`src/regv_defs.svh`:
```
// Purpose: Constants of the regulator enable control bank
// Assumes: Included by the package, the regv_bank module and the bank monitor
// Notes:   Register offsets are word indexes; the byte address is four times the index
`ifndef REGV_DEFS_SVH
`define REGV_DEFS_SVH

// ****************************************************************
// Geometry
// ****************************************************************
`define REGV_COUNT          22
`define REGV_DED_COUNT      3
`define REGV_CODE_W         6
`define REGV_MV_W           12

// ****************************************************************
// Register indexes
// ****************************************************************
`define REGV_IDX_REG3       8'h61
`define REGV_IDX_REG4       8'h62
`define REGV_IDX_REG5       8'h63
`define REGV_IDX_REG9       8'h67
`define REGV_IDX_REG10      8'h68
`define REGV_IDX_REG11      8'h69
`define REGV_IDX_REG12      8'h6a
`define REGV_IDX_REG13      8'h6b
`define REGV_IDX_REG14      8'h6c
`define REGV_IDX_REG16      8'h6e
`define REGV_IDX_REG17      8'h6f
`define REGV_IDX_REG18      8'h70
`define REGV_IDX_REG19      8'h71
`define REGV_IDX_REG20      8'h72
`define REGV_IDX_REG21      8'h73
`define REGV_IDX_REG22      8'h74
`define REGV_IDX_REG23      8'h75
`define REGV_IDX_REG24      8'h76
`define REGV_IDX_REG25      8'h77
`define REGV_IDX_REG26      8'h78
`define REGV_IDX_REG27      8'h79
`define REGV_IDX_REG28      8'h7a
`define REGV_IDX_CAUSE      8'he0

// ****************************************************************
// Reset values
// ****************************************************************
`define REGV_RST_REG3       8'hd4
`define REGV_RST_REG4       8'hd4
`define REGV_RST_REG5       8'hd4
`define REGV_RST_REG9       8'h2c
`define REGV_RST_REG10      8'hd4
`define REGV_RST_REG11      8'hd4
`define REGV_RST_REG12      8'hec
`define REGV_RST_REG13      8'hd4
`define REGV_RST_REG14      8'hd4
`define REGV_RST_REG16      8'hd4
`define REGV_RST_REG17      8'he8
`define REGV_RST_REG18      8'h28
`define REGV_RST_REG19      8'h2c
`define REGV_RST_REG20      8'h2c
`define REGV_RST_REG21      8'h2c
`define REGV_RST_REG22      8'h32
`define REGV_RST_REG23      8'h28
`define REGV_RST_REG24      8'h2c
`define REGV_RST_REG25      8'h08
`define REGV_RST_REG26      8'h14
`define REGV_RST_REG27      8'h14
`define REGV_RST_REG28      8'h14

// ****************************************************************
// Fields and regulator kinds
// ****************************************************************
`define REGV_MODE_HI        7
`define REGV_MODE_LO        6
`define REGV_CODE_HI        5
`define REGV_CODE_LO        0
`define REGV_CAUSE_W        7
`define REGV_SPECIAL_MASK   22'h00_0001
`define REGV_DEDICATED_MASK 22'h1_0802
`define REGV_DED_POS_A      1
`define REGV_DED_POS_B      11
`define REGV_DED_POS_C      16
`define REGV_MV_BASE        12'h0320
`define REGV_MV_STEP        12'h0032

`endif

```
`src/regv_pkg.sv`:
```
// Purpose: Types of the regulator enable control bank
// Assumes: regv_defs.svh holds all numbers
// Notes:   State of the top module is one packed struct
`include "regv_defs.svh"

package regv_pkg;

    typedef enum logic [1:0] {
        REGV_EN_OFF_OR_PIN = 2'b00,
        REGV_EN_GLOBAL     = 2'b01,
        REGV_EN_LOWPOWER   = 2'b10,
        REGV_EN_ALWAYS     = 2'b11
    } regv_mode_e;

    typedef enum logic [1:0] {
        REGV_KIND_STANDARD  = 2'b00,
        REGV_KIND_DEDICATED = 2'b01,
        REGV_KIND_SPECIAL   = 2'b10
    } regv_kind_e;

    typedef logic [7:0]                 regv_byte_t;
    typedef logic [`REGV_MV_W-1:0]      regv_mv_t;

    typedef struct packed {
        regv_byte_t [`REGV_COUNT-1:0]   ctrl;
        logic                           ack;
        regv_byte_t                     rdat;
        logic [`REGV_COUNT-1:0]         on;
        logic [`REGV_COUNT-1:0]         lowpwr;
        regv_mv_t [`REGV_COUNT-1:0]     mv;
        logic [`REGV_CAUSE_W-1:0]       cause;
        logic                           cause_held;
    } regv_state_s;

    typedef struct packed {
        logic on;
        logic lowpwr;
    } regv_out_s;

endpackage
```
`src/regv_bank.sv`:
```
// Purpose: Regulator enable control register bank with a classic Wishbone slave
// Assumes: Single clock MCLK_I, asynchronous active high reset RST_I
// Notes:   Register at index N sits at byte address 4*N, data in bits 7:0
//
// Functional notes
// A standard regulator in enable mode 00 is off whatever the global pin does.
// A standard regulator in mode 01 is on in normal mode while the global pin is high, else off.
// A standard regulator in mode 10 stays on, normal with the global pin high, low power when low.
// A standard regulator in mode 11 is on in normal mode regardless of the global pin.
// A dedicated-pin regulator in mode 00 follows only its own pin: low off, high normal.
// A dedicated-pin regulator in mode 01 is off only when both pins are low.
// A dedicated-pin regulator in mode 10 is on, low power when both pins are low.
// A dedicated-pin regulator in mode 11 is on in normal mode regardless of both pins.
// The always-on regulator never turns off in mode 00; other modes act as standard.
// Mode resets to 11 for regulators 3 and 4 and to 00 for regulators 18 and 23.
// Mode resets to 00 for 9, 19-22, 24-28 and to 11 for 5, 10-14, 16, 17.
// Output code maps to 0.80 V plus 50 mV per step, up to 3.95 V at code 0x3F.
// Each control register decodes at its own index, 0x61 for 3 up to 0x7A for 28.
// The power-on cause register is read only with bit 7 reading zero.
// Outputs follow pin levels and register writes with no further software action.
//
// The Wishbone interface to the registers is this design's own decision.
`include "regv_defs.svh"

module regv_bank
    import regv_pkg::*;
(
    input  wire logic                          MCLK_I,
    input  wire logic                          RST_I,
    input  wire logic                          CYC_I,
    input  wire logic                          STB_I,
    input  wire logic                          WE_I,
    input  wire logic [31:0]                   ADR_I,
    input  wire logic [3:0]                    SEL_I,
    input  wire logic [31:0]                   DAT_I,
    output logic      [31:0]                   DAT_O,
    output logic                               ACK_O,
    input  wire logic                          GLOBAL_POWER_ENABLE_PIN_I,
    input  wire logic [`REGV_DED_COUNT-1:0]    DEDICATED_ENABLE_PIN_I,
    input  wire logic [`REGV_CAUSE_W-1:0]      POWER_ON_CAUSE_I,
    output logic      [`REGV_COUNT-1:0]        REG_ON_O,
    output logic      [`REGV_COUNT-1:0]        REG_LOWPWR_O,
    output logic      [`REGV_COUNT*6-1:0]      OUTPUT_VOLTAGE_CODE_O,
    output logic      [`REGV_COUNT*12-1:0]     TARGET_MV_O
);

    // ****************************************************************
    // Register map tables
    // ****************************************************************
    localparam regv_byte_t [`REGV_COUNT-1:0] IDX_TABLE = {
        `REGV_IDX_REG28, `REGV_IDX_REG27, `REGV_IDX_REG26, `REGV_IDX_REG25,
        `REGV_IDX_REG24, `REGV_IDX_REG23, `REGV_IDX_REG22, `REGV_IDX_REG21,
        `REGV_IDX_REG20, `REGV_IDX_REG19, `REGV_IDX_REG18, `REGV_IDX_REG17,
        `REGV_IDX_REG16, `REGV_IDX_REG14, `REGV_IDX_REG13, `REGV_IDX_REG12,
        `REGV_IDX_REG11, `REGV_IDX_REG10, `REGV_IDX_REG9,  `REGV_IDX_REG5,
        `REGV_IDX_REG4,  `REGV_IDX_REG3
    };

    localparam regv_byte_t [`REGV_COUNT-1:0] RST_TABLE = {
        `REGV_RST_REG28, `REGV_RST_REG27, `REGV_RST_REG26, `REGV_RST_REG25,
        `REGV_RST_REG24, `REGV_RST_REG23, `REGV_RST_REG22, `REGV_RST_REG21,
        `REGV_RST_REG20, `REGV_RST_REG19, `REGV_RST_REG18, `REGV_RST_REG17,
        `REGV_RST_REG16, `REGV_RST_REG14, `REGV_RST_REG13, `REGV_RST_REG12,
        `REGV_RST_REG11, `REGV_RST_REG10, `REGV_RST_REG9,  `REGV_RST_REG5,
        `REGV_RST_REG4,  `REGV_RST_REG3
    };

    localparam logic [`REGV_COUNT-1:0] SPECIAL_MASK   = `REGV_SPECIAL_MASK;
    localparam logic [`REGV_COUNT-1:0] DEDICATED_MASK = `REGV_DEDICATED_MASK;

    // Constant reset image of the whole state
    function automatic regv_state_s reset_state();
        regv_state_s s;
        s = '0;
        s.ctrl = RST_TABLE;
        return s;
    endfunction

    // Target voltage in millivolts for a six bit code
    function automatic regv_mv_t code_to_mv(input logic [`REGV_CODE_W-1:0] code);
        logic [17:0] prod;
        prod = 18'({12'h000, code}) * 18'(`REGV_MV_STEP);
        return regv_mv_t'(prod[11:0] + `REGV_MV_BASE);
    endfunction

    // ****************************************************************
    // State and next state
    // ****************************************************************
    regv_state_s state_reg;
    regv_state_s state_next;

    // ****************************************************************
    // Per regulator enable decode
    // ****************************************************************
    regv_out_s [`REGV_COUNT-1:0] dec;

    genvar gi;
    generate
        for (gi = 0; gi < `REGV_COUNT; gi++) begin : g_dec
            localparam regv_kind_e KIND =
                SPECIAL_MASK[gi]   ? REGV_KIND_SPECIAL :
                DEDICATED_MASK[gi] ? REGV_KIND_DEDICATED : REGV_KIND_STANDARD;
            localparam int DED_SEL =
                (gi == `REGV_DED_POS_A) ? 0 :
                (gi == `REGV_DED_POS_B) ? 1 :
                (gi == `REGV_DED_POS_C) ? 2 : 0;
            logic ded_pin;
            assign ded_pin = DEDICATED_MASK[gi] ? DEDICATED_ENABLE_PIN_I[DED_SEL] : 1'b0;

            regv_mode_decode #(
                .KIND (KIND)
            ) u_dec (
                .mode_i          (state_reg.ctrl[gi][`REGV_MODE_HI:`REGV_MODE_LO]),
                .global_pin_i    (GLOBAL_POWER_ENABLE_PIN_I),
                .dedicated_pin_i (ded_pin),
                .out_o           (dec[gi])
            );
        end
    endgenerate

    // ****************************************************************
    // Bus address decode
    // ****************************************************************
    logic                    bus_req;
    logic                    idx_ok;
    regv_byte_t              bus_idx;
    logic [`REGV_COUNT-1:0]  hit;
    logic                    cause_hit;

    assign bus_req   = CYC_I & STB_I & ~state_reg.ack;
    assign idx_ok    = (ADR_I[31:10] == 22'h00_0000) & (ADR_I[1:0] == 2'b00);
    assign bus_idx   = ADR_I[9:2];
    assign cause_hit = idx_ok & (bus_idx == `REGV_IDX_CAUSE);

    always_comb begin
        for (int i = 0; i < `REGV_COUNT; i++) begin
            hit[i] = idx_ok & (bus_idx == IDX_TABLE[i]);
        end
    end

    // ****************************************************************
    // Next state
    // ****************************************************************
    always_comb begin
        state_next = state_reg;

        // Single cycle answer, dropped the cycle after
        state_next.ack  = bus_req;
        state_next.rdat = 8'h00;

        if (bus_req && WE_I && SEL_I[0]) begin
            for (int i = 0; i < `REGV_COUNT; i++) begin
                if (hit[i]) begin
                    state_next.ctrl[i] = DAT_I[7:0];
                end
            end
        end

        if (bus_req && !WE_I) begin
            for (int i = 0; i < `REGV_COUNT; i++) begin
                if (hit[i]) begin
                    state_next.rdat = state_reg.ctrl[i];
                end
            end
            if (cause_hit) begin
                state_next.rdat = {1'b0, state_reg.cause};
            end
        end

        // Cause is caught once after reset release, never written by the bus
        if (!state_reg.cause_held) begin
            state_next.cause      = POWER_ON_CAUSE_I;
            state_next.cause_held = 1'b1;
        end

        for (int i = 0; i < `REGV_COUNT; i++) begin
            state_next.on[i]     = dec[i].on;
            state_next.lowpwr[i] = dec[i].on & dec[i].lowpwr;
            state_next.mv[i]     =
                code_to_mv(state_reg.ctrl[i][`REGV_CODE_HI:`REGV_CODE_LO]);
        end
    end

    // ****************************************************************
    // State register
    // ****************************************************************
    always_ff @(posedge MCLK_I or posedge RST_I) begin
        if (RST_I) begin
            state_reg <= reset_state();
        end else begin
            state_reg <= state_next;
        end
    end

    // ****************************************************************
    // Outputs
    // ****************************************************************
    assign ACK_O        = state_reg.ack;
    assign DAT_O        = {24'h00_0000, state_reg.rdat};
    assign REG_ON_O     = state_reg.on;
    assign REG_LOWPWR_O = state_reg.lowpwr;

    generate
        for (gi = 0; gi < `REGV_COUNT; gi++) begin : g_out
            assign OUTPUT_VOLTAGE_CODE_O[gi*6 +: 6] =
                state_reg.ctrl[gi][`REGV_CODE_HI:`REGV_CODE_LO];
            assign TARGET_MV_O[gi*12 +: 12] = state_reg.mv[gi];
        end
    endgenerate

endmodule

```
`src/regv_mode_decode.sv`:
```
// Purpose: Enable mode decode of one regulator
// Assumes: Pin levels are synchronous to the clock
// Notes:   Purely combinational; the caller registers the result
module regv_mode_decode
    import regv_pkg::*;
#(
    parameter regv_kind_e KIND = REGV_KIND_STANDARD
) (
    input  wire logic [1:0] mode_i,
    input  wire logic       global_pin_i,
    input  wire logic       dedicated_pin_i,
    output regv_out_s       out_o
);

    always_comb begin
        out_o = '0;
        case (regv_mode_e'(mode_i))
            REGV_EN_OFF_OR_PIN: begin
                if (KIND == REGV_KIND_DEDICATED) begin
                    out_o.on = dedicated_pin_i;
                end else if (KIND == REGV_KIND_SPECIAL) begin
                    out_o.on = 1'b1;
                end else begin
                    out_o.on = 1'b0;
                end
            end
            REGV_EN_GLOBAL: begin
                if (KIND == REGV_KIND_DEDICATED) begin
                    out_o.on = global_pin_i | dedicated_pin_i;
                end else begin
                    out_o.on = global_pin_i;
                end
            end
            REGV_EN_LOWPOWER: begin
                out_o.on = 1'b1;
                if (KIND == REGV_KIND_DEDICATED) begin
                    out_o.lowpwr = ~global_pin_i & ~dedicated_pin_i;
                end else begin
                    out_o.lowpwr = ~global_pin_i;
                end
            end
            REGV_EN_ALWAYS: begin
                out_o.on = 1'b1;
            end
            default: begin
                out_o = '0;
            end
        endcase
    end

endmodule

```
`config.mk`:
```
export PLATFORM = sky130hd
export DESIGN_NAME = regv_bank
export DESIGN_NICKNAME = d
export VERILOG_FILES = /design/src/regv_pkg.sv /design/src/regv_bank.sv /design/src/regv_mode_decode.sv
export VERILOG_INCLUDE_DIRS = /design/src /design/src/src
export SDC_FILE = /design/constraint.sdc
export NUM_CORES = 1
export LEC_CHECK = 0
export BUFFER_PORTS_ARGS = -buffer_cell sky130_fd_sc_hd__buf_2
export CORE_MARGIN = 8
export CORE_UTILIZATION = 40
export CTS_BUF_LIST = sky130_fd_sc_hd__clkbuf_8
export CTS_CLUSTER_DIAMETER = 200
export CTS_CLUSTER_SIZE = 8
export DETAILED_ROUTE_END_ITERATION = 12
export GPL_TIMING_DRIVEN = 1
export PLACE_DENSITY = 0.62
export SETUP_SLACK_MARGIN = 0.05
export SLEW_MARGIN = 20
export SYNTH_ARGS = -nofsm -noshare
export SYNTH_HDL_FRONTEND = slang
export SYNTH_SLANG_ARGS = --single-unit
```
`constraint.sdc`:
```
create_clock -name MCLK_I -period 16.1 [get_ports MCLK_I]
set_input_delay 3.22 -clock MCLK_I [delete_from_list [all_inputs] [get_ports MCLK_I]]
set_output_delay 3.22 -clock MCLK_I [all_outputs]
set_load 0.01 [all_outputs]
```
==> flow_summary.toml <==
[sta]
final-hold-violation-count = 0
finalSetupViolations = 0
max_slew_margin = 0.309
fmax_mhz = 163
setup_tns_ns = 0
period_needed_ns = 6.15
rsz0062_at_grt = "false"
drv_slew = 0
worstMarginPinSlew_ns = 1.04
fin_ws_ns = 9.95
clock_skew_ns = 0.0390
period_share = 0.382

[floorplanning]
die_width_um = 299
dieArea_sq_mm = 0.0895
core_sq_mm = 0.0799
die_h_um = 299
boundaryPins = 557
initial_core_util = 0.401
num_rows = 104

[logic_synthesis]
netlist_area_sq_mm = 0.0321
synth_enable_flop_cells = 0
synth.area.top_cells = "dfrtp_1, ha_1, buf_4"
ys_seq_area_frac = 0.376
synth-seq-cells = 479
synth.most_common_cell = "ha_1"
synth.top_cells.by_count = "ha_1, buf_4, dfrtp_1, inv_1, mux2_2"
ys.flop_type = "dfrtp_1"
synth_top_area_cell = "dfrtp_1"
synth_top_area_share = 0.319
synth_cells = 2859
synth.distinct_cells = 77
yosys_warnings = 0
syn_avg_cell_area_sq_um = 11.2
ys_async_sr_fraction = 1.00

[drt]
drtIter0Drc = 1036
routed_via_density = 4.93
vias = 20100
firstDrtPassIters = 6
wl_per_cell_um = 20.7
routed_wl_mm = 84.3
ant_nets = 0
drc = 0

[setup_path]
cpMostUsedCell = "nand2_1"
cp-startpoint = "ADR_I[2]"
worstPathMaxFanout = 27
crit_chain = "buf_2 > buf_4 > clkinv_1 > nand2_1 > o22ai_1 > nand2_1 > o21ai_0 > nor4_1 > o221ai_1 > a21oi_1"
crit_required_ns = 16.70
cp-end-kind = "register"
r2r_setup_slack_ns = 13.00
cp_top_family = "buffers and inverters"
cp.depth = 10
cp.arrival_ns = 6.75
critical_path_class = "input port to register"
start_kind = "input port"
reg2reg_from = "OUTPUT_VOLTAGE_CODE_O[91]$_DFFE_PP1P_"
slowest_stage = "nor4_1"
rr_worst_depth = 11
critPathMaxStageDelay_ns = 0.60
path_buf_inv = 3

[cts]
hold_buffers = 0
post_cts_resized = 0
clk_latency_ns = 0.68
root_buffer = "clkbuf_8"
cts_tree = "done"
cts.sinks = 479
cts_made_buffers = 69
clockBufferDepth = 3
h-tree-depth = 3
cts_setup_buffers = 0
cts.clk_slew.worst_paths_ns = 0.07

[cells_and_area]
nNetsFinal = 3580
finalInstanceArea_sq_mm = 0.0335
final_layout_size_suffix_gt1_frac = 0.288
fill_cells = 7806
largest_reg_flops = 242
synthToLayoutAreaGrowth_pct = 4.58

[hold_path]
worstHoldStart = "OUTPUT_VOLTAGE_CODE_O[86]$_DFFE_PP1P_"
min_path_type = "register to register"
hold_path_depth = 0

[global_route]
grt_usage = 0.185
antenna_found_initial = 17
grt-ovfl-total = 0
grt_max_degree = 73
grt_pass1_vias = 20600
grt_pass1_wl_mm = 127

[power_and_ir_drop]
power_uw = 2180
worst_ir_drop_vdd_v = 0.0000449
power_leakage_uw = 0.0194
p_per_area_mw_per_mm2 = 65.0

[placement]
port_buffers = 483
post_dp_cell_area_sq_mm = 0.0323
dp_hpwl_mm = 64.7
pre_cts_slack_ns = 9.42
gp_congestion = 0.923

[job]
maxCapViolCount = 0

[run_status]
status = "finished clean"
==> placed cells by master (no fill, tap or decap), types with 22 or more instances in the layout <==
cell type  netlist  final
ha_1           524    524
buf_2           16    483
dfrtp_1        409    409
inv_1          235    286
mux2_2         182    182
xnor2_1        173    173
a21oi_1        115    115
a21o_1          72     72
clkbuf_8         0     71
dfstp_2         70     70
xor2_1          69     69
nor2_1          58     58
nor3_1          55     55
nand2_1         48     48
conb_1           2     47
o21bai_1        44     44
o21ai_0         42     42
fa_1            22     22
==> per-layer routing <==
metal / routed length (um) / share of wire / track usage
met1: 34200 / 0.41 / 0.220
met2: 40800 / 0.48 / 0.316
met3: 6700 / 0.079 / 0.0571
met4: 2390 / 0.028 / 0.0601
met5: 108 / 0.0013 / 0
==> path summary, 6_finish.rpt <==
| path | endpoint |
|---|---|
| min in group asynchronous | TARGET_MV_O[195]$_DFF_PP0_ |
| worst min register to register | TARGET_MV_O[171]$_DFF_PP0_ |
| worst max register to register | TARGET_MV_O[191]$_DFF_PP0_ |
| max in group asynchronous | state_reg[356]$_DFFE_PP0P_ |
| worst min-delay path | TARGET_MV_O[171]$_DFF_PP0_ |
| worst max-delay path | DAT_O[6]$_DFF_PP0_ |
==> layout make-up <==
type                            count  area (sq um)  area share
Multi-Input combinational cell   1668         15500       0.463
Sequential cell                   479         12100       0.360
Timing Repair Buffer              496          2510      0.0750
Tap cell                         1060          1330      0.0395
Clock buffer                       71           977      0.0291
Inverter                          236           890      0.0265
Clock inverter                     53           203     0.00604
Antenna cell                       10          25.0    0.000746
==> power breakdown <==
group,internal [uW],total (uW),switching (uW),leakage [uW]
Clock,407,891,483,0.000788
Sequential,1210,1210,1.62,0.00604
Combinational,15.0,80.3,65.3,0.0125
Total,1630,2180,550,0.0194
==> cells by family after synthesis <==
| family | after synthesis | synth area share |
|---|---|---|
| adders and majority gates | 546 | 0.218 |
| muxes | 202 | 0.0714 |
| AOI/OAI and AO/OA | 372 | 0.0764 |
| DFF | 479 | 0.376 |
| other | 2 | 0.000234 |
| xor gates and xnor gates | 242 | 0.0661 |
| buffers and inverters | 757 | 0.145 |
| and+or+nand+nor | 259 | 0.0468 |
==> metrics by stage <==
step	utilization	hold slack, ns	instances
5_1_grt	0.420	0.469	4068
3_5_place_dp	0.405	0.451	3939
3_3_place_gp	0.405	0.450	3939
6_report	0.420	0.455	4073
2_1_floorplan	-	0.417	2904
4_1_cts	0.420	0.464	4063
Note: power is estimated with default switching activity, not from simulation.
